--- src/include/ftp_consts.vh ---
`ifndef FTP_CONSTS_VH
`define FTP_CONSTS_VH
// ---------------------------------------------------------------
// Register byte offsets
// ---------------------------------------------------------------
`define FTP_OFF_PORT 8'h00
`define FTP_OFF_RATE 8'h04
`define FTP_OFF_FRAME 8'h08
`define FTP_OFF_USER 8'h0c
`define FTP_OFF_LINK 8'h10
`define FTP_OFF_STAT 8'h14
`define FTP_OFF_NEG 8'h18
// ---------------------------------------------------------------
// Field positions
// ---------------------------------------------------------------
`define FTP_F_MODE 1:0
`define FTP_F_TSRC 5:4
`define FTP_B_FEC 8
`define FTP_F_RIDX 3:0
`define FTP_B_STD 8
`define FTP_F_CONT 1:0
`define FTP_F_PTYPE 5:4
`define FTP_B_INV 8
`define FTP_F_ORDER 20:16
`define FTP_B_START 0
`define FTP_B_SLAVE 1
`define FTP_B_PROTO 2
`define FTP_F_HDLC 6:4
`define FTP_B_ETH 8
`define FTP_F_PTR 21:16
`define FTP_B_TXEN 0
`define FTP_B_CLKP 1
`define FTP_F_ETSRC 5:4
`define FTP_B_LINKON 8
`define FTP_B_NEGD 16
// ---------------------------------------------------------------
// Encodings
// ---------------------------------------------------------------
`define FTP_MODE_OFF 2'h0
`define FTP_MODE_NORMAL 2'h1
`define FTP_MODE_THROUGH 2'h2
`define FTP_CONT_UNF 2'h0
`define FTP_CONT_CPRI 2'h1
`define FTP_CONT_OBSAI 2'h2
`define FTP_TSRC_INT 2'h0
`define FTP_TSRC_EXT 2'h1
`define FTP_TSRC_GPS 2'h2
`define FTP_TSRC_RCV 2'h3
`define FTP_PT_OFF 2'h0
`define FTP_PT_USER 2'h1
`define FTP_PT_PRBS 2'h2
`define FTP_STD_CPRI 1'b0
`define FTP_STD_OBSAI 1'b1
`define FTP_CPRI_MIN 4'h1
`define FTP_CPRI_MAX 4'ha
`define FTP_CPRI_FEC_A 4'h9
`define FTP_CPRI_FEC_B 4'ha
`define FTP_CPRI_V2_MIN 4'h5
`define FTP_OBSAI_MAX 4'h3
`define FTP_ORD_MIN 5'h0f
`define FTP_ORD_MAX 5'h1f
`define FTP_RESP_OK 2'h0
`define FTP_RESP_ERR 2'h2
// ---------------------------------------------------------------
// Reset values and generator constants
// ---------------------------------------------------------------
`define FTP_RST_RIDX 4'h1
`define FTP_RST_ORDER 5'h0f
`define FTP_RST_USER 32'h00000000
`define FTP_LFSR_SEED 31'h7fffffff
`define FTP_TAP15 31'h00006000
`define FTP_TAP16 31'h0000d008
`define FTP_TAP17 31'h00012000
`define FTP_TAP18 31'h00020400
`define FTP_TAP19 31'h00072000
`define FTP_TAP20 31'h00090000
`define FTP_TAP21 31'h00140000
`define FTP_TAP22 31'h00300000
`define FTP_TAP23 31'h00420000
`define FTP_TAP24 31'h00e10000
`define FTP_TAP25 31'h01200000
`define FTP_TAP26 31'h02000023
`define FTP_TAP27 31'h04000013
`define FTP_TAP28 31'h09000000
`define FTP_TAP29 31'h14000000
`define FTP_TAP30 31'h20000029
`define FTP_TAP31 31'h48000000
`endif

--- src/hdl/ftp_port_config.v ---
// Summary of operation
// RL1 - Off mode disables the transmitter entirely
// RL2 - Normal mode sends our own generated pattern
// RL3 - Pass-through forces content to CPRI link
// RL4 - Pass-through locks timing to recovered clock
// RL5 - Four timing sources: internal, external, GPS, recovered
// RL6 - Clock-present flag for detected non-internal source
// RL7 - FEC allowed only at the two top rates; code checks the configured rate, not the negotiated one
// RL8 - FEC applies Reed-Solomon to 64B/66B blocks
// RL9 - Content unframed/CPRI/OBSAI, limited by line standard
// RL10 - PRBS orders fifteen through thirty-one supported
// RL11 - User 32-bit pattern only with framed content
// RL12 - Pattern off rejected with unframed content
// RL13 - Inversion acts only on PRBS patterns
// RL14 - Startup negotiates rate, protocol, management; report
// RL15 - Startup off applies configured link values directly
// RL16 - Slave role switches timing to recovered clock
// RL17 - Protocol v2 only at 4915.2 or higher; under startup the code passes negotiated v2 through without a rate check
// RL18 - Link settings act only in CPRI normal
// RL19 - Forced overrides are written back to storage
`timescale 1ns/1ps
`include "ftp_consts.vh"

module ftp_port_config #(
  parameter ADDR_W = 8
) (
  input wire aclk,
  input wire aresetn,
  input wire [ADDR_W-1:0] s_axi_awaddr,
  input wire [2:0] s_axi_awprot,
  input wire s_axi_awvalid,
  output wire s_axi_awready,
  input wire [31:0] s_axi_wdata,
  input wire [3:0] s_axi_wstrb,
  input wire s_axi_wvalid,
  output wire s_axi_wready,
  output reg [1:0] s_axi_bresp,
  output reg s_axi_bvalid,
  input wire s_axi_bready,
  input wire [ADDR_W-1:0] s_axi_araddr,
  input wire [2:0] s_axi_arprot,
  input wire s_axi_arvalid,
  output wire s_axi_arready,
  output reg [31:0] s_axi_rdata,
  output reg [1:0] s_axi_rresp,
  output reg s_axi_rvalid,
  input wire s_axi_rready,
  input wire ext_clk_det,
  input wire gps_clk_det,
  input wire rx_clk_det,
  input wire rx_bit,
  input wire neg_done,
  input wire [3:0] neg_rate,
  input wire neg_proto_v2,
  input wire [2:0] neg_hdlc,
  output reg tx_enable,
  output reg tx_bit,
  output reg [1:0] tx_content,
  output reg [1:0] tx_clk_sel,
  output reg clk_present,
  output reg fec_active,
  output reg link_active,
  output reg link_startup,
  output reg link_slave,
  output reg [3:0] link_rate,
  output reg link_proto_v2,
  output reg [2:0] link_hdlc,
  output reg link_eth_en,
  output reg [5:0] link_eth_ptr
);

  // -------------------------------------------------------------
  // Configuration state
  // -------------------------------------------------------------
  reg [1:0] mode; // Port mode
  reg [1:0] tsrc; // Requested timing source
  reg fec_en; // FEC enable
  reg std; // Line standard, CPRI or OBSAI
  reg [3:0] ridx; // Line rate option
  reg [1:0] cont; // Frame content
  reg [1:0] ptype; // Pattern type
  reg inv; // PRBS inversion
  reg [4:0] order; // PRBS order
  reg [31:0] user_pat; // User pattern
  reg startup; // CPRI startup enable
  reg slave; // CPRI role
  reg proto_v2; // Protocol version 2
  reg [2:0] hdlc; // Slow management rate
  reg eth_en; // Fast management enable
  reg [5:0] eth_ptr; // Fast management pointer
  reg [1:0] next_mode;
  reg [1:0] next_tsrc;
  reg next_fec_en;
  reg next_std;
  reg [3:0] next_ridx;
  reg [1:0] next_cont;
  reg [1:0] next_ptype;
  reg next_inv;
  reg [4:0] next_order;
  reg [31:0] next_user_pat;
  reg next_startup;
  reg next_slave;
  reg next_proto_v2;
  reg [2:0] next_hdlc;
  reg next_eth_en;
  reg [5:0] next_eth_ptr;

  // -------------------------------------------------------------
  // AXI4-Lite write channel
  // -------------------------------------------------------------
  reg aw_held; // Write address captured
  reg w_held; // Write data captured
  reg [ADDR_W-1:0] wa; // Captured address
  reg [31:0] wd; // Captured data
  reg [3:0] ws; // Captured strobes
  wire do_write; // Both halves present, response free
  wire wr_hit; // Address maps to a writable register
  reg [31:0] wr_old; // Current word at the write address
  reg [31:0] wm; // Strobe-merged write word

  // Accept each half once, hold it until the write is done
  assign s_axi_awready = !aw_held && !s_axi_bvalid;
  assign s_axi_wready = !w_held && !s_axi_bvalid;
  assign do_write = aw_held && w_held && !s_axi_bvalid;
  assign wr_hit = (wa == `FTP_OFF_PORT) || (wa == `FTP_OFF_RATE) ||
                  (wa == `FTP_OFF_FRAME) || (wa == `FTP_OFF_USER) ||
                  (wa == `FTP_OFF_LINK);

  // Capture address, data and raise the response
  always @(posedge aclk)
  begin
    if (!aresetn)
    begin
      aw_held <= 1'b0;
      w_held <= 1'b0;
      wa <= {ADDR_W{1'b0}};
      wd <= 32'h00000000;
      ws <= 4'h0;
      s_axi_bvalid <= 1'b0;
      s_axi_bresp <= `FTP_RESP_OK;
    end
    else
    begin
      if (s_axi_awvalid && s_axi_awready)
      begin
        aw_held <= 1'b1;
        wa <= s_axi_awaddr;
      end
      if (s_axi_wvalid && s_axi_wready)
      begin
        w_held <= 1'b1;
        wd <= s_axi_wdata;
        ws <= s_axi_wstrb;
      end
      if (do_write)
      begin
        // Unmapped or read-only address answers SLVERR
        aw_held <= 1'b0;
        w_held <= 1'b0;
        s_axi_bvalid <= 1'b1;
        s_axi_bresp <= wr_hit ? `FTP_RESP_OK : `FTP_RESP_ERR;
      end
      else if (s_axi_bvalid && s_axi_bready)
        s_axi_bvalid <= 1'b0;
    end
  end

  // -------------------------------------------------------------
  // Register word images
  // -------------------------------------------------------------
  reg [31:0] img_port;
  reg [31:0] img_rate;
  reg [31:0] img_frame;
  reg [31:0] img_link;
  reg [31:0] img_stat;
  reg [31:0] img_neg;

  // Pack fields into words; unused bits read as zero
  always @*
  begin
    img_port = 32'h00000000;
    img_port[`FTP_F_MODE] = mode;
    img_port[`FTP_F_TSRC] = tsrc;
    img_port[`FTP_B_FEC] = fec_en;
    img_rate = 32'h00000000;
    img_rate[`FTP_F_RIDX] = ridx;
    img_rate[`FTP_B_STD] = std;
    img_frame = 32'h00000000;
    img_frame[`FTP_F_CONT] = cont;
    img_frame[`FTP_F_PTYPE] = ptype;
    img_frame[`FTP_B_INV] = inv;
    img_frame[`FTP_F_ORDER] = order;
    img_link = 32'h00000000;
    img_link[`FTP_B_START] = startup;
    img_link[`FTP_B_SLAVE] = slave;
    img_link[`FTP_B_PROTO] = proto_v2;
    img_link[`FTP_F_HDLC] = hdlc;
    img_link[`FTP_B_ETH] = eth_en;
    img_link[`FTP_F_PTR] = eth_ptr;
    img_stat = 32'h00000000;
    img_stat[`FTP_B_TXEN] = tx_enable;
    img_stat[`FTP_B_CLKP] = clk_present;
    img_stat[`FTP_F_ETSRC] = tx_clk_sel;
    img_stat[`FTP_B_LINKON] = link_active;
    img_stat[`FTP_B_NEGD] = neg_done;
    // Negotiated values, reported whatever startup says [RL14]
    img_neg = 32'h00000000;
    img_neg[`FTP_F_RIDX] = neg_rate;
    img_neg[`FTP_B_PROTO + 8] = neg_proto_v2;
    img_neg[`FTP_F_HDLC] = neg_hdlc;
    img_neg[`FTP_B_NEGD] = neg_done;
  end

  // Old word at the write address, then byte-lane merge
  always @*
  begin
    case (wa)
      `FTP_OFF_PORT: wr_old = img_port;
      `FTP_OFF_RATE: wr_old = img_rate;
      `FTP_OFF_FRAME: wr_old = img_frame;
      `FTP_OFF_USER: wr_old = user_pat;
      `FTP_OFF_LINK: wr_old = img_link;
      default: wr_old = 32'h00000000;
    endcase
    wm[7:0] = ws[0] ? wd[7:0] : wr_old[7:0];
    wm[15:8] = ws[1] ? wd[15:8] : wr_old[15:8];
    wm[23:16] = ws[2] ? wd[23:16] : wr_old[23:16];
    wm[31:24] = ws[3] ? wd[31:24] : wr_old[31:24];
  end

  // -------------------------------------------------------------
  // Write validation and cross-setting overrides
  // -------------------------------------------------------------
  wire rate_fec_ok; // Current rate allows FEC
  wire rate_v2_ok; // Current rate allows protocol 2
  assign rate_fec_ok = (next_std == `FTP_STD_CPRI) &&
                       ((next_ridx == `FTP_CPRI_FEC_A) || (next_ridx == `FTP_CPRI_FEC_B));
  assign rate_v2_ok = (next_std == `FTP_STD_CPRI) && (next_ridx >= `FTP_CPRI_V2_MIN);

  // Illegal field values leave the old value in place; a write is
  // checked against stored settings of other registers
  always @*
  begin
    next_mode = mode;
    next_tsrc = tsrc;
    next_fec_en = fec_en;
    next_std = std;
    next_ridx = ridx;
    next_cont = cont;
    next_ptype = ptype;
    next_inv = inv;
    next_order = order;
    next_user_pat = user_pat;
    next_startup = startup;
    next_slave = slave;
    next_proto_v2 = proto_v2;
    next_hdlc = hdlc;
    next_eth_en = eth_en;
    next_eth_ptr = eth_ptr;
    if (do_write)
    begin
      case (wa)
        `FTP_OFF_PORT:
        begin
          if (wm[`FTP_F_MODE] != 2'h3)
            next_mode = wm[`FTP_F_MODE];
          next_tsrc = wm[`FTP_F_TSRC]; // [RL5]
          next_fec_en = wm[`FTP_B_FEC];
        end
        `FTP_OFF_RATE:
        begin
          if (wm[`FTP_B_STD] == `FTP_STD_OBSAI ? wm[`FTP_F_RIDX] <= `FTP_OBSAI_MAX :
              (wm[`FTP_F_RIDX] >= `FTP_CPRI_MIN && wm[`FTP_F_RIDX] <= `FTP_CPRI_MAX))
          begin
            next_std = wm[`FTP_B_STD];
            next_ridx = wm[`FTP_F_RIDX];
          end
        end
        `FTP_OFF_FRAME:
        begin
          // Framed content must match the line standard [RL9]
          if (wm[`FTP_F_CONT] == `FTP_CONT_UNF ||
              (wm[`FTP_F_CONT] == `FTP_CONT_CPRI && std == `FTP_STD_CPRI) ||
              (wm[`FTP_F_CONT] == `FTP_CONT_OBSAI && std == `FTP_STD_OBSAI))
            next_cont = wm[`FTP_F_CONT];
          // User and off types need framed content [RL11] [RL12]
          if (wm[`FTP_F_PTYPE] == `FTP_PT_PRBS ||
              ((wm[`FTP_F_PTYPE] == `FTP_PT_USER || wm[`FTP_F_PTYPE] == `FTP_PT_OFF) &&
               next_cont != `FTP_CONT_UNF))
            next_ptype = wm[`FTP_F_PTYPE];
          next_inv = wm[`FTP_B_INV];
          if (wm[`FTP_F_ORDER] >= `FTP_ORD_MIN) // [RL10]
            next_order = wm[`FTP_F_ORDER];
        end
        `FTP_OFF_USER: next_user_pat = wm;
        `FTP_OFF_LINK:
        begin
          next_startup = wm[`FTP_B_START];
          next_slave = wm[`FTP_B_SLAVE];
          next_proto_v2 = wm[`FTP_B_PROTO];
          next_hdlc = wm[`FTP_F_HDLC];
          next_eth_en = wm[`FTP_B_ETH];
          next_eth_ptr = wm[`FTP_F_PTR];
        end
        default: next_mode = mode;
      endcase
    end
    // Overrides land in storage so readback shows the effect [RL19]
    if (next_cont == `FTP_CONT_CPRI && next_std != `FTP_STD_CPRI)
      next_cont = `FTP_CONT_UNF; // [RL9]
    if (next_cont == `FTP_CONT_OBSAI && next_std != `FTP_STD_OBSAI)
      next_cont = `FTP_CONT_UNF; // [RL9]
    if (next_mode == `FTP_MODE_THROUGH)
    begin
      next_cont = `FTP_CONT_CPRI; // [RL3]
      next_std = `FTP_STD_CPRI; // [RL3]
      if (next_ridx < `FTP_CPRI_MIN)
        next_ridx = `FTP_CPRI_MIN;
      next_tsrc = `FTP_TSRC_RCV; // [RL4]
    end
    if (next_cont == `FTP_CONT_UNF && next_ptype != `FTP_PT_PRBS)
      next_ptype = `FTP_PT_PRBS; // [RL11] [RL12]
    if (!rate_fec_ok)
      next_fec_en = 1'b0; // [RL7]
    if (!rate_v2_ok)
      next_proto_v2 = 1'b0; // [RL17]
    if (next_slave && next_mode == `FTP_MODE_NORMAL && next_cont == `FTP_CONT_CPRI)
      next_tsrc = `FTP_TSRC_RCV; // [RL16]
  end

  // Store configuration
  always @(posedge aclk)
  begin
    if (!aresetn)
    begin
      mode <= `FTP_MODE_OFF;
      tsrc <= `FTP_TSRC_INT;
      fec_en <= 1'b0;
      std <= `FTP_STD_CPRI;
      ridx <= `FTP_RST_RIDX;
      cont <= `FTP_CONT_UNF;
      ptype <= `FTP_PT_PRBS;
      inv <= 1'b0;
      order <= `FTP_RST_ORDER;
      user_pat <= `FTP_RST_USER;
      startup <= 1'b0;
      slave <= 1'b0;
      proto_v2 <= 1'b0;
      hdlc <= 3'h0;
      eth_en <= 1'b0;
      eth_ptr <= 6'h00;
    end
    else
    begin
      mode <= next_mode;
      tsrc <= next_tsrc;
      fec_en <= next_fec_en;
      std <= next_std;
      ridx <= next_ridx;
      cont <= next_cont;
      ptype <= next_ptype;
      inv <= next_inv;
      order <= next_order;
      user_pat <= next_user_pat;
      startup <= next_startup;
      slave <= next_slave;
      proto_v2 <= next_proto_v2;
      hdlc <= next_hdlc;
      eth_en <= next_eth_en;
      eth_ptr <= next_eth_ptr;
    end
  end

  // -------------------------------------------------------------
  // AXI4-Lite read channel
  // -------------------------------------------------------------
  assign s_axi_arready = !s_axi_rvalid;

  // One-cycle read answer; unmapped reads give zero and SLVERR
  always @(posedge aclk)
  begin
    if (!aresetn)
    begin
      s_axi_rvalid <= 1'b0;
      s_axi_rdata <= 32'h00000000;
      s_axi_rresp <= `FTP_RESP_OK;
    end
    else if (s_axi_arvalid && s_axi_arready)
    begin
      s_axi_rvalid <= 1'b1;
      s_axi_rresp <= `FTP_RESP_OK;
      case (s_axi_araddr)
        `FTP_OFF_PORT: s_axi_rdata <= img_port;
        `FTP_OFF_RATE: s_axi_rdata <= img_rate;
        `FTP_OFF_FRAME: s_axi_rdata <= img_frame;
        `FTP_OFF_USER: s_axi_rdata <= user_pat;
        `FTP_OFF_LINK: s_axi_rdata <= img_link;
        `FTP_OFF_STAT: s_axi_rdata <= img_stat;
        `FTP_OFF_NEG: s_axi_rdata <= img_neg;
        default:
        begin
          s_axi_rdata <= 32'h00000000;
          s_axi_rresp <= `FTP_RESP_ERR;
        end
      endcase
    end
    else if (s_axi_rvalid && s_axi_rready)
      s_axi_rvalid <= 1'b0;
  end

  // -------------------------------------------------------------
  // Pattern generator
  // -------------------------------------------------------------
  reg [30:0] lfsr; // Fibonacci shift register, newest bit low
  reg [30:0] taps; // Tap mask for the chosen order
  reg [4:0] upos; // User pattern bit position
  reg [4:0] last_order; // Detects an order change to reseed
  wire fb; // Feedback and PRBS output bit

  // Tap mask per order; a stale high part is overwritten by the all-ones reseed
  always @*
  begin
    case (order)
      5'h0f: taps = `FTP_TAP15;
      5'h10: taps = `FTP_TAP16;
      5'h11: taps = `FTP_TAP17;
      5'h12: taps = `FTP_TAP18;
      5'h13: taps = `FTP_TAP19;
      5'h14: taps = `FTP_TAP20;
      5'h15: taps = `FTP_TAP21;
      5'h16: taps = `FTP_TAP22;
      5'h17: taps = `FTP_TAP23;
      5'h18: taps = `FTP_TAP24;
      5'h19: taps = `FTP_TAP25;
      5'h1a: taps = `FTP_TAP26;
      5'h1b: taps = `FTP_TAP27;
      5'h1c: taps = `FTP_TAP28;
      5'h1d: taps = `FTP_TAP29;
      5'h1e: taps = `FTP_TAP30;
      default: taps = `FTP_TAP31;
    endcase
  end
  assign fb = ^(lfsr & taps); // [RL10]

  // Advance generator one bit per clock; reseed on order change so
  // the register never locks at all zeros
  always @(posedge aclk)
  begin
    if (!aresetn)
    begin
      lfsr <= `FTP_LFSR_SEED;
      upos <= 5'h00;
      last_order <= `FTP_RST_ORDER;
    end
    else
    begin
      last_order <= order;
      upos <= upos + 5'h01;
      if (order != last_order)
        lfsr <= `FTP_LFSR_SEED;
      else
        lfsr <= {lfsr[29:0], fb};
    end
  end

  // -------------------------------------------------------------
  // Transmit and link outputs
  // -------------------------------------------------------------
  wire link_on; // CPRI link settings in force
  reg next_tx_bit;
  assign link_on = (mode == `FTP_MODE_NORMAL) && (cont == `FTP_CONT_CPRI); // [RL18]

  // Select the transmitted bit for the current mode
  always @*
  begin
    case (mode)
      `FTP_MODE_NORMAL:
      begin
        case (ptype)
          `FTP_PT_PRBS: next_tx_bit = fb ^ inv; // [RL2] [RL13]
          `FTP_PT_USER: next_tx_bit = user_pat[upos]; // [RL11]
          default: next_tx_bit = 1'b0; // [RL12]
        endcase
      end
      `FTP_MODE_THROUGH: next_tx_bit = rx_bit;
      default: next_tx_bit = 1'b0; // [RL1]
    endcase
  end

  // Registered outputs toward the line side
  always @(posedge aclk)
  begin
    if (!aresetn)
    begin
      tx_enable <= 1'b0;
      tx_bit <= 1'b0;
      tx_content <= `FTP_CONT_UNF;
      tx_clk_sel <= `FTP_TSRC_INT;
      clk_present <= 1'b0;
      fec_active <= 1'b0;
      link_active <= 1'b0;
      link_startup <= 1'b0;
      link_slave <= 1'b0;
      link_rate <= `FTP_RST_RIDX;
      link_proto_v2 <= 1'b0;
      link_hdlc <= 3'h0;
      link_eth_en <= 1'b0;
      link_eth_ptr <= 6'h00;
    end
    else
    begin
      tx_enable <= (mode != `FTP_MODE_OFF); // [RL1]
      tx_bit <= next_tx_bit;
      tx_content <= cont;
      tx_clk_sel <= tsrc; // [RL4] [RL5]
      case (tsrc)
        `FTP_TSRC_EXT: clk_present <= ext_clk_det; // [RL6]
        `FTP_TSRC_GPS: clk_present <= gps_clk_det; // [RL6]
        `FTP_TSRC_RCV: clk_present <= rx_clk_det; // [RL6]
        default: clk_present <= 1'b0;
      endcase
      // RS FEC over the 64B/66B stream is done by the line coder
      fec_active <= fec_en && (mode != `FTP_MODE_OFF); // [RL8]
      link_active <= link_on;
      link_startup <= link_on && startup; // [RL14]
      link_slave <= link_on && slave;
      // Negotiated values win once startup negotiation is done [RL14] [RL15]
      if (link_on && startup && neg_done)
      begin
        link_rate <= neg_rate;
        link_proto_v2 <= neg_proto_v2;
        link_hdlc <= neg_hdlc;
      end
      else
      begin
        link_rate <= ridx; // [RL15]
        link_proto_v2 <= link_on && proto_v2; // [RL17]
        link_hdlc <= link_on ? hdlc : 3'h0;
      end
      link_eth_en <= link_on && eth_en;
      link_eth_ptr <= link_on ? eth_ptr : 6'h00;
    end
  end

endmodule // ftp_port_config

--- config.mk ---
export PLATFORM = sky130hd
export DESIGN_NAME = ftp_port_config
export DESIGN_NICKNAME = d
export VERILOG_FILES = /design/src/hdl/ftp_port_config.v
export VERILOG_INCLUDE_DIRS = /design/src /design/src/include
export SDC_FILE = /design/constraint.sdc
export NUM_CORES = 1
export LEC_CHECK = 0
export CAP_MARGIN = 20
export CELL_PAD_IN_SITES_DETAIL_PLACEMENT = 1
export CELL_PAD_IN_SITES_GLOBAL_PLACEMENT = 1
export CORE_AREA = 2 2 145 147
export DETAILED_ROUTE_END_ITERATION = 10
export DIE_AREA = 0 0 147 149
export DONT_BUFFER_PORTS = 1
export PLACE_DENSITY = 0.87
export SLEW_MARGIN = 20
export SYNTH_ARGS = -nofsm -noshare
export SYNTH_HDL_FRONTEND = slang
export SYNTH_SLANG_ARGS = --single-unit
--- constraint.sdc ---
create_clock -name aclk -period 5.79 [get_ports aclk]
set_clock_uncertainty 0.1 [all_clocks]
set_input_delay 0.2895 -clock aclk [delete_from_list [all_inputs] [get_ports aclk]]
set_output_delay 0.2895 -clock aclk [all_outputs]
set_load 0.05 [all_outputs]
# Yosys cells after proc, flatten, opt, wreduce, memory -nomap -nowiden

Memories as Yosys holds them, arrays and structs flattened. A register that Yosys moved wholly into a read port is not among the register bits.
Cells that the tools add are included.

$add $sub $neg: 1
$lt $le $gt $ge: 7
Equality and inequality tests: 36
Mux-type cells: 53
Bitwise operators: 6
Reduce and logical (&&, ||, !) cells: 69

Operator list:

| kind               | number |
|---|---|
| $pmux 32 s7        | 1 |
| $pmux 32 s5        | 1 |
| $mux 2             | 20 |
| $eq 8x4->1 const B | 4 |
| $eq 8x5->1 const B | 4 |
| $mux 8             | 4 |
| $and 31x31->31     | 1 |
| $reduce_xor 31->1  | 1 |
| $logic_and 1x1->1  | 27 |
| $mux 4             | 6 |
| $eq 2x1->1 const B | 9 |
| $eq 2x2->1 const B | 8 |
| $eq 8x3->1 const B | 2 |
| $logic_not 8->1    | 2 |
| $reduce_and 2->1   | 8 |
| $reduce_and 3->1   | 5 |
| $mux 1             | 13 |
| $ne 2x2->1 const B | 6 |
| $mux 5             | 2 |
| $logic_or 1x1->1   | 9 |
| $eq 4x4->1 const B | 2 |
| $reduce_bool 2->1  | 4 |
| $reduce_or 7->1    | 1 |
| $logic_not 2->1    | 3 |
| 18 further kinds   | 29 |

Register bits after elaboration: 216
Memory bits (read-only): 800
Bits of input ports: 78
Output and inout port bits: 67
Word-level logic and storage cells: 220
Memories kept: 1

Memories:

| name            | words | bits a word | read ports | clocked after memory_dff | write ports | line                  | RTL |
|---|---|---|---|---|---|---|---|
| (no name shown) | 32    | 25          | 1          | 1                        | 0           | ftp_port_config.v:423 | `case (order)` |

# Longest topological paths before layout

Gate-level depths: netlist of the first run.

Word-level depth: 23
Mapped depth: 14
Mapped depth without buffers: 12

# Worst setup path before layout of the first run

No wires, ideal clock.

Path type: register to register
Start: register wa[2]
End: register taps[22] (netlist name)
Library setup time: 70 ps
Data arrival time: 2854 ps
Data required time: 5620 ps
Path slack: 2767 ps
Cell stages (with the launch flop): 14
Path buffers: 1
Period minus slack after synthesis: 3023 ps
Cells stage by stage: dfxtp_1 > buf_6 > nand2b_1 > nor3_2 > a221oi_1 > a2bb2oi_2 > nor3_4 > o31ai_1 > nand2_1 > inv_1 > ha_1 > inv_1 > or3_1 > a21oi_1

Longest elaborated chain between the ends: 7
Elaborated cells between the ends (all ways): 11
Those cells by class: 1 x order compare; 4 x eq/ne; 4 x mux; 2 x reduce/logical

Ends and longest elaborated chain:

| item                                     | line                  | RTL |
|---|---|---|
| start: declaration                       | ftp_port_config.v:113 | `reg [ADDR_W-1:0] wa;` |
| start signal: assignment                 | ftp_port_config.v:136 | `wa <= {ADDR_W{1'b0}};` |
| start signal: assignment                 | ftp_port_config.v:147 | `wa <= s_axi_awaddr;` |
| $eq 8x5->1, or another cell as far along | ftp_port_config.v:217 | `case (wa)` |
| $pmux 32 s5                              | ftp_port_config.v:217 |  |
| $mux 8                                   | ftp_port_config.v:227 | `wm[23:16] = ws[2] ? wd[23:16] : wr_old[23:16];` |
| $ge 5x4->1 (no line)                     | -                     |  |
| $reduce_and 3->1 (no line)               | -                     |  |
| $mux 5 (no line) (*) (2 in series)       | -                     |  |

Every way passes the cells marked *; elsewhere a longest branch is shown, timed or not. The select of a mux whose other input is x is not followed.
A chain may end at the register's enable or synchronous reset.

# Final worst setup path of the first run

Start: register wa[3]
End: register taps[22] (netlist name)

Longest elaborated chain between the ends: 7
Elaborated cells between the ends (all ways): 11
Those cells by class: 1 x order compare; 4 x eq/ne; 4 x mux; 2 x reduce/logical

Ends and longest elaborated chain:

| item                                     | line |
|---|---|
| $eq 8x5->1, or another cell as far along | ftp_port_config.v:217 |
| $pmux 32 s5                              | ftp_port_config.v:217 |
| $mux 8                                   | ftp_port_config.v:227 |
| $ge 5x4->1 (no line)                     | - |
| $reduce_and 3->1 (no line)               | - |
| $mux 5 (no line) (*) (2 in series)       | - |

Marked as above.

==> results of run 1 <==
## cell families after synthesis
logic type      count (synthesis)  synth area share (%)
compound gates                262                  17.2
flops                         238                  46.4
simple gates                  506                  23.5
other cells                     1                0.0366
xor+xnor                       32                  3.00
fa+ha+maj                      11                  1.34
buf+inv                        90                  3.79
mux                            31                  4.73
## timing repair
item	CTS	global route
endpoints found under the hold margin	90	0
endpoints found under the setup margin	0	0
hold buffers	61	0
## worst max-delay path by stage
stage,from,end,cells after the start,slack (ns)
after floorplan,wa[2],taps[22],13,2.77
after global placement,wa[3],taps[22],12,2.00
after detailed placement,wa[3],taps[22],12,1.91
after CTS,wa[3],taps[22],12,1.76
after global routing,wa[3],taps[22],12,1.49
final,wa[3],taps[22],12,1.69
## report_power, final
part           internal (W)  switching [W]  leakage [nW]
Combinational      0.000129       0.000220          1.90
Clock               0.00108       0.000702         0.459
Sequential          0.00168      0.0000665          1.93
Total               0.00289       0.000989          4.29
## area by class of cell
cell class | count | area [µm²] | area share [%]
multi-input combinational | 844 | 5130 | 42.9
sequential | 238 | 4760 | 39.9
clock buffer | 38 | 787 | 6.58
timing repair buffer | 71 | 696 | 5.82
tap | 275 | 344 | 2.88
clock inverter | 12 | 148 | 1.24
inverter | 20 | 77.6 | 0.649
antenna | 1 | 2.50 | 0.0209
## cell usage in the layout, fill, tap and decap left out, types with 24 or more instances in the layout
cell type and count:
a21oi_1 120, a211oi_1 26, dfxtp_1 238, clkbuf_16 27
nand2_1 219, nand3_1 46, nand2b_1 40, dlygate4sd3_1 60
a22oi_1 24, nor2_1 95
## flip-flops by register name (all words and copies together), names as in the netlist, 6 cells and up
register and flops:
link_eth_ptr 6, s_axi_rdata 32, eth_ptr 6, wa 8, user_pat 32, wd 32, taps 24, lfsr 31
## layer usage
metal,track usage [%],share of wire [%],up-vias
met3,5.96,7.2,100
met5,0,0.037,-
met4,11.5,3.5,2
met2,54.9,49,426
li1,-,-,4145
met1,38.8,40,4565
## worst max-delay path, stage by stage, from the launching register on
cell and delay (ns):
dfxtp_1 0.78, nor4_4 0.21, and2_1 0.29, a222oi_1 0.43
a2bb2oi_2 0.37, nor3_4 0.13, o31ai_1 0.43, nand2_1 0.26
inv_1 0.15, ha_1 0.23, inv_1 0.12, or3_1 0.39
a21oi_1 0.13
## through the flow
| step | setup slack (ns) | power (W) | utilization [%] | std cells |
|---|---|---|---|---|
| floorplan | 2.77 | 0.00200 | - | 1172 |
| global placement | 2.00 | 0.00206 | 50.5 | 1386 |
| detailed placement | 1.91 | 0.00207 | 50.6 | 1387 |
| CTS | 1.76 | 0.00387 | 58.1 | 1498 |
| global route | 1.49 | 0.00400 | 58.1 | 1499 |
| finish | 1.69 | 0.00388 | 58.1 | 1499 |
==> run_results.csv, run 1 <==
group,metric,value,unit
outcome,status,"complete, no violations",
min_path,hp-start,"aresetn",
timing,worst_slew_pin_slew,1.11,ns
logic_synthesis,synth_edf_count,0,
clocking,cts_setup_buffers,0,
logic_synthesis,syn_inst,1171,
logic_synthesis,synth_most_common_cell,"dfxtp_1",
clocking,path_clk_slew,0.06,ns
min_path,whs_endpoint,"s_axi_rdata[8]",
setup_path,cp.arrival,4.45,ns
timing,max_freq,244,MHz
clocking,clock_latency,0.54,ns
logic_synthesis,avgSynthCellArea,8.76,µm²
die,initial_core_util,49.9,%
global_routing,grt_overflow,0,
logic_synthesis,ys_top_cells_by_count,"dfxtp_1, nand2_1, a21oi_1",
place,gp_congestion,0.908,
clocking,cts_max_level,1,
logic_synthesis,yosysWarnings,0,
finish,fillers,2339,
clocking,cts_tree,"done",
die,die_area,21900,µm²
logic_synthesis,yosysTopAreaCellShare,46.4,%
min_path,holdPathStages,2,
global_routing,antenna_found_initial,2,
clocking,clockBufferDepth,3,
logic_synthesis,ys_seq_elements,238,
setup_path,r2r_cells,12,
timing,setup_viol,0,
routing,dr.pass1.iters,8,
routing,drc,0,
routing,finalWirelength,35000,µm
power_and_ir_drop,power.density,324,nW/µm²
setup_path,cp-start-kind,"flip-flop",
clocking,post_cts_resized,0,
clocking,clock-sinks,238,
logic_synthesis,ys_types,86,
logic_synthesis,dominantRegCellSynth,"dfxtp_1",
logic_synthesis,syn_area,10300,µm²
timing,tns,0,ns
die,die_x,147,µm
setup_path,worst_setup_path_end_kind,"flip-flop",
logic_synthesis,seq_area_frac_synth,46.4,%
finish,drive_above_1_share,9.24,%
setup_path,regToRegSetupSlack,1.69,ns
global_routing,grt_max_degree,103,
place,dpl.hpwl,21700,µm
die,rows,53,
min_path,holdCritPathClass,"input pin to flip-flop",
logic_synthesis,async_reset_ff_share,0,%
routing,ant_nets,0,
power_and_ir_drop,ir_worst_vdd,0.000230,V
global_routing,grt_usage,31.4,%
timing,finalHoldViolations,0,
finish,nNetsFinal,1291,
setup_path,crit_required,6.14,ns
global_routing,grt_pass1_vias,9675,
routing,routedWlPerCell,23.3,µm
timing,hold_ws,0.00513,ns
timing,max_slew_margin,25.6,%
timing,post-route-min-period,4.10,ns
global_routing,grt_pass1_wl,54500,µm
place,post_dp_cell_area,10400,µm²
logic_synthesis,synthTopCellsByArea,"dfxtp_1, nand2_1, a21oi_1",
place,portBuffers,0,
finish,final_cell_area,12000,µm²
finish,area_delta_synth_final,16.5,%
logic_synthesis,synth_top_area_cell,"dfxtp_1",
clocking,cts-buffers-inserted,27,
timing,rsz0062_at_grt,"no",
clocking,cts-root-buf,"clkbuf_16",
routing,dr.first_iter.drc_count,821,
setup_path,setup.worst_path.class,"flip-flop to flip-flop",
timing,finalMaxSlewViolations,0,
setup_path,reg2reg_from,"wa[3]",
routing,viasPerCell,6.16,
die,dieHeight,149,µm
die,coreArea,20600,µm²
setup_path,cp_max_fo,14,
routing,vias,9238,
setup_path,reg2reg_to,"taps[22]",
job,cap_violations,0,
power_and_ir_drop,cellLeakagePower,4.29,nW
die,pin_count,145,
timing,fin_crit_sh,70.8,%
(Power assumes the default switching activity.)
==> run 2: changes to the inputs <==
Settings changed: ABC_AREA set to 1, CORE_AREA 2 2 145 147 to 2 2 161 163, DIE_AREA 0 0 147 149 to 0 0 163 165, PLACE_DENSITY 0.87 to 0.79.
Clock period 5.79 ns to 3.4 ns, I/O delays scaled along.
==> run 2 against run 1 <==
  * Combinational power up 53%
  * Register-to-register slack worse by 1.5 ns
  * First-iteration DRC count down 26%
  * Critical endpoint is now link_rate[0]
  * Largest power group unchanged
  * Highest routed layer is now met4
==> run_results.csv, run 2 <==
group,metric,value,unit
timing,max_slew_margin,43.3,%
global_routing,grt_usage,24.4,%
finish,fillers,3124,
outcome,status,"complete, no violations",
logic_synthesis,dominantRegCellSynth,"dfxtp_1",
clocking,cts_tree,"done",
finish,nNetsFinal,1550,
clocking,clock_latency,0.55,ns
timing,tns,0,ns
power_and_ir_drop,cellLeakagePower,5.24,nW
setup_path,reg2reg_to,"link_rate[0]",
global_routing,grt_pass1_wl,51900,µm
routing,drc,0,
setup_path,reg2reg_from,"mode[1]",
logic_synthesis,synth_top_area_cell,"dfxtp_1",
job,cap_violations,0,
die,pin_count,145,
finish,antenna_cells,0,
logic_synthesis,syn_inst,1406,
setup_path,r2r_cells,10,
min_path,holdCritPathClass,"input pin to flip-flop",
clocking,cts-buffers-inserted,27,
clocking,cts_max_level,1,
logic_synthesis,synth_most_common_cell,"nand2_1",
routing,vias,9521,
die,die_x,163,µm
routing,dr.first_iter.drc_count,611,
setup_path,crit_required,3.79,ns
timing,fin_crit_sh,93.5,%
timing,worst_slew_pin_slew,0.849,ns
place,portBuffers,0,
timing,finalMaxSlewViolations,0,
power_and_ir_drop,ir_worst_vdd,0.000316,V
logic_synthesis,yosysTopAreaCellShare,45.9,%
place,post_dp_cell_area,10700,µm²
die,die_area,26900,µm²
logic_synthesis,syn_area,10400,µm²
power_and_ir_drop,power.density,533,nW/µm²
timing,finalHoldViolations,0,
finish,top_regs,"s_axi_rdata: 32 flops, user_pat: 32 flops, wd: 32 flops",
routing,finalWirelength,32600,µm
min_path,hp-start,"s_axi_awvalid",
place,gp_congestion,0.896,
setup_path,regToRegSetupSlack,0.22,ns
clocking,clock-sinks,238,
min_path,holdPathStages,2,
timing,rsz0062_at_grt,"no",
finish,layout_common_cells,"nand2_1, dfxtp_1, inv_1, nor2_1, o21ai_0",
setup_path,cp.arrival,3.57,ns
routing,viasPerCell,5.25,
global_routing,grt_max_degree,109,
routing,ant_nets,0,
routing,routedWlPerCell,18.0,µm
global_routing,grt_pass1_vias,9708,
logic_synthesis,yosysWarnings,0,
logic_synthesis,async_reset_ff_share,0,%
global_routing,grt_overflow,0,
clocking,clockBufferDepth,3,
global_routing,antenna_found_initial,0,
min_path,whs_endpoint,"wa[0]",
timing,post-route-min-period,3.18,ns
finish,final_cell_area,12300,µm²
timing,setup_viol,0,
die,dieHeight,165,µm
routing,dr.pass1.iters,5,
clocking,path_clk_slew,0.06,ns
die,coreArea,25000,µm²
logic_synthesis,ys_top_cells_by_count,"nand2_1, dfxtp_1, inv_1",
setup_path,worst_setup_path_end_kind,"flip-flop",
setup_path,cp-start-kind,"flip-flop",
die,initial_core_util,41.5,%
clocking,cts-root-buf,"clkbuf_16",
timing,hold_ws,0.0219,ns
logic_synthesis,synth_edf_count,0,
place,dpl.hpwl,23100,µm
logic_synthesis,ys_types,52,
finish,drive_above_1_share,8.77,%
logic_synthesis,seq_area_frac_synth,45.9,%
die,rows,58,
finish,final_common_cell,"nand2_1",
finish,stdcell_count,1812,
logic_synthesis,ys_seq_elements,238,
finish,seq_area,4760,µm²
logic_synthesis,synthTopCellsByArea,"dfxtp_1, nand2_1, o21ai_0",
place,placed_cells,1691,
finish,multi_input_area,4670,µm²
timing,max_freq,315,MHz
clocking,cts_setup_buffers,0,
setup_path,setup.worst_path.class,"flip-flop to flip-flop",
logic_synthesis,avgSynthCellArea,7.39,µm²
finish,area_delta_synth_final,18.7,%
setup_path,cp_max_fo,10,
[run 2: cell families after synthesis]
family	count (synthesis)	share of synthesized area [%]
xor gates and xnor gates	26	2.19
DFF	238	45.9
adders and majority gates	11	1.33
AOI/OAI and AO/OA	332	17.7
other	1	0.0361
and+or+nand+nor	552	23.6
buffers and inverters	246	9.29
[run 2: power by group]
part / total [W] / switching (W) / internal, W
clock: 0.00304 / 0.00119 / 0.00185
sequential: 0.00300 / 0.000132 / 0.00287
combinational: 0.000535 / 0.000356 / 0.000179
[run 2: critical path: stages (launching register included)]
cell	delay, ns
dfxtp_1	0.34
inv_1	0.15
ha_1	0.17
inv_1	0.05
nor3_1	0.46
inv_1	0.19
nor3_4	0.37
nand2_1	0.08
dlygate4sd3_1	0.57
o211ai_1	0.08
dlygate4sd3_1	0.57
[run 2: how the worst max path moves through the flow]
stage          slack, ns     from      endpoint  cells past startpoint
5_1_grt             0.06  mode[1]  link_rate[0]                     10
6_report            0.22  mode[1]  link_rate[0]                     10
3_3_place_gp        0.52    wa[7]      taps[22]                     17
4_1_cts             0.14  mode[1]  link_rate[0]                     10
2_1_floorplan       0.88    wa[5]      taps[22]                     19
3_5_place_dp        0.40    wa[4]      taps[22]                     18
[run 2: area by class of cell]
class	count	area share (%)
clock buffer	40	6.44
timing repair buffer	84	6.80
inverter	187	5.72
sequential	238	38.6
clock inverter	10	1.17
multi-input combinational	923	37.9
tap	330	3.35
[run 2: routing by layer]
| metal | vias to the layer above | routed length, µm | global-route usage (%) |
|---|---|---|---|
| met1 | 4566 | 14900 | 32.5 |
| met3 | 53 | 1980 | 4.04 |
| met2 | 259 | 15100 | 41.1 |
| li1 | 4643 | - | - |
| met4 | 0 | 685 | 6.15 |
| met5 | - | 0 | 0 |
[run 2: repair_timing]
action	CTS	global route
hold buffers	71	0
gates resized for setup	0	1
hold endpoints to repair	152	0
endpoints found under the setup margin	0	1
[run 2: through the flow]
step	util, %	total power, W	worst slack [ns]
floorplan	-	0.00340	0.883
global placement	42.6	0.00349	0.519
detailed placement	42.6	0.00351	0.395
CTS	49.2	0.00662	0.141
global route	49.3	0.00683	0.0630
finish	49.3	0.00658	0.221
==> run 3: changes to the inputs <==
--- a/constraint.sdc
+++ b/constraint.sdc
@@ -4,2 +4,2 @@
 set_output_delay 0.17 -clock aclk [all_outputs]
-set_load 0.05 [all_outputs]
+set_load 0.01 [all_outputs]
==> run 3 against run 2 <==
  * Die area unchanged
  * Critical path type unchanged
  * Highest routed layer is now met5
  * Critical endpoint is now taps[22]
  * Critical path depth increased by 7
  * Global-route usage grew 1.0 points
==> run_results.csv, run 3 (synthesis gave the netlist of run 2 again) <==
group,metric,value,unit
timing,rsz0062_at_grt,"no",
timing,finalMaxSlewViolations,0,
setup_path,crit_required,3.73,ns
power_and_ir_drop,power.density,526,nW/µm²
min_path,holdPathStages,5,
timing,max_freq,327,MHz
outcome,status,"complete, no violations",
place,dpl.hpwl,23300,µm
die,initial_core_util,41.5,%
clocking,clock_latency,0.54,ns
power_and_ir_drop,combinationalPowerShare,8.0,%
clocking,clock-sinks,238,
routing,dr_wl_met3,1940,µm
global_routing,grt_usage,25.4,%
power_and_ir_drop,swShare,24.7,%
finish,final_cell_area,12300,µm²
finish,antenna_cells,0,
routing,drt-met1-wl,15200,µm
global_routing,grt_pass1_wl,53700,µm
setup_path,cp-start-kind,"flip-flop",
die,die_area,26900,µm²
timing,setup_viol,0,
power_and_ir_drop,pwr-share-clk,46.2,%
global_routing,grt_overflow,0,
power_and_ir_drop,p_switching,0.00159,W
place,post_dp_cell_area,10600,µm²
die,pin_count,145,
power_and_ir_drop,fin_total_pwr,0.00644,W
finish,nNetsFinal,1545,
setup_path,setup.worst_path.class,"flip-flop to flip-flop",
die,die_x,163,µm
min_path,holdCritPathClass,"input pin to flip-flop",
timing,fin_crit_sh,89.8,%
clocking,cts-root-buf,"clkbuf_16",
routing,ant_nets,0,
job,cap_violations,0,
timing,max_slew_margin,47.4,%
routing,maxUsedRoutingLayer,"met5",
routing,dr.first_iter.drc_count,540,
power_and_ir_drop,internal_power,0.00485,W
die,coreArea,25000,µm²
timing,worst_slew_pin_slew,0.788,ns
routing,dr.pass1.iters,5,
finish,area_delta_synth_final,18.0,%
die,dieHeight,165,µm
global_routing,grt_max_degree,109,
timing,tns,0,ns
clocking,clockBufferDepth,3,
timing,post-route-min-period,3.05,ns
clocking,cts_max_level,1,
die,rows,58,
setup_path,r2r_cells,17,
clocking,cts_tree,"done",
place,gp_congestion,0.909,
finish,top_regs,"s_axi_rdata: 32 flops, user_pat: 32 flops, wd: 32 flops",
finish,final_common_cell,"nand2_1",
place,portBuffers,0,
setup_path,cp_max_fo,12,
timing,finalHoldViolations,0,
routing,routedWlPerCell,18.9,µm
clocking,path_clk_slew,0.06,ns
power_and_ir_drop,cellLeakagePower,5.20,nW
clocking,cts-buffers-inserted,26,
setup_path,worst_setup_path_end_kind,"flip-flop",
finish,drive_above_1_share,8.54,%
routing,viasPerCell,5.33,
setup_path,cp.arrival,3.38,ns
power_and_ir_drop,seqPwrFrac,45.8,%
routing,wl_met2,16000,µm
routing,finalWirelength,34000,µm
power_and_ir_drop,ir_worst_vdd,0.000345,V
routing,drc,0,
finish,layout_common_cells,"nand2_1, dfxtp_1, inv_1, nor2_1, o21ai_0",
global_routing,grt_pass1_vias,9888,
global_routing,antenna_found_initial,1,
routing,vias,9621,
## run 3: changes by cell type in the layout (fill, tap and decap cells not counted), sizes merged
cell / before / now
buf: 14 / 12
dlygate4sd3: 70 / 68
inv: 184 / 182
## run 3: worst paths after layout
path,start,end,slack (ns)
max reg2reg,wa[4],taps[22],0.35
max,wa[4],taps[22],0.35
min reg2reg,lfsr[6],lfsr[7],0.31
min,neg_rate[0],s_axi_rdata[0],0.03
## run 3: worst max-delay path: stages (launching register included)
cell     delay [ns]
dfxtp_1        0.34
nor2_2         0.16
nand2_4        0.10
inv_4          0.15
nand2_2        0.15
nor2_1         0.19
o21ai_2        0.09
nand2_2        0.11
nand2_1        0.11
o21ai_4        0.28
nand2_4        0.12
nand2_1        0.08
nand2_1        0.11
nor2_2         0.21
inv_1          0.13
ha_1           0.30
nand2_1        0.13
o21ai_1        0.09
## run 3: repair_timing
| action | CTS | global route |
|---|---|---|
| buffers inserted | 0 | 0 |
| hold endpoints to repair | 146 | 0 |
| endpoints found under the setup margin | 0 | 2 |
| hold buffers | 69 | 0 |
| resized for setup | 0 | 2 |
## run 3: power groups by stage
stage                     Combinational, W  Clock [W]  Sequential [W]
after floorplan                   0.000354          0         0.00298
after global routing              0.000579    0.00314         0.00296
final                             0.000518    0.00298         0.00295
after global placement            0.000407          0         0.00301
after detailed placement          0.000421          0         0.00301
after CTS                         0.000504    0.00301         0.00295
## run 3: area by class of cell
cell class / count / area [µm²]
clock buffers: 40 / 785
flip-flops and latches: 238 / 4760
repair buffers: 80 / 791
fillers: 3094 / 12800
clock inverters: 8 / 120
well taps: 330 / 413
multi-input cells: 923 / 4680
inverters: 187 / 706
## run 3: through the flow
stage | util [%] | setup slack (ns) | hold WS [ns] | std cells
floorplan | - | 0.883 | 0.184 | 1407
finish | 49.0 | 0.346 | 0.0291 | 1806
CTS | 48.9 | 0.139 | 0.00857 | 1806
detailed placement | 42.5 | 0.375 | 0.169 | 1689
global route | 49.0 | 0.0571 | 0.0964 | 1806
global placement | 42.5 | 0.532 | 0.165 | 1689
## run 3: routing by layer
metal,GRT usage [%],vias to the layer above
met3,4.24,60
met4,7.16,2
met1,33.0,4643
li1,-,4625
met5,0,-
met2,43.5,291
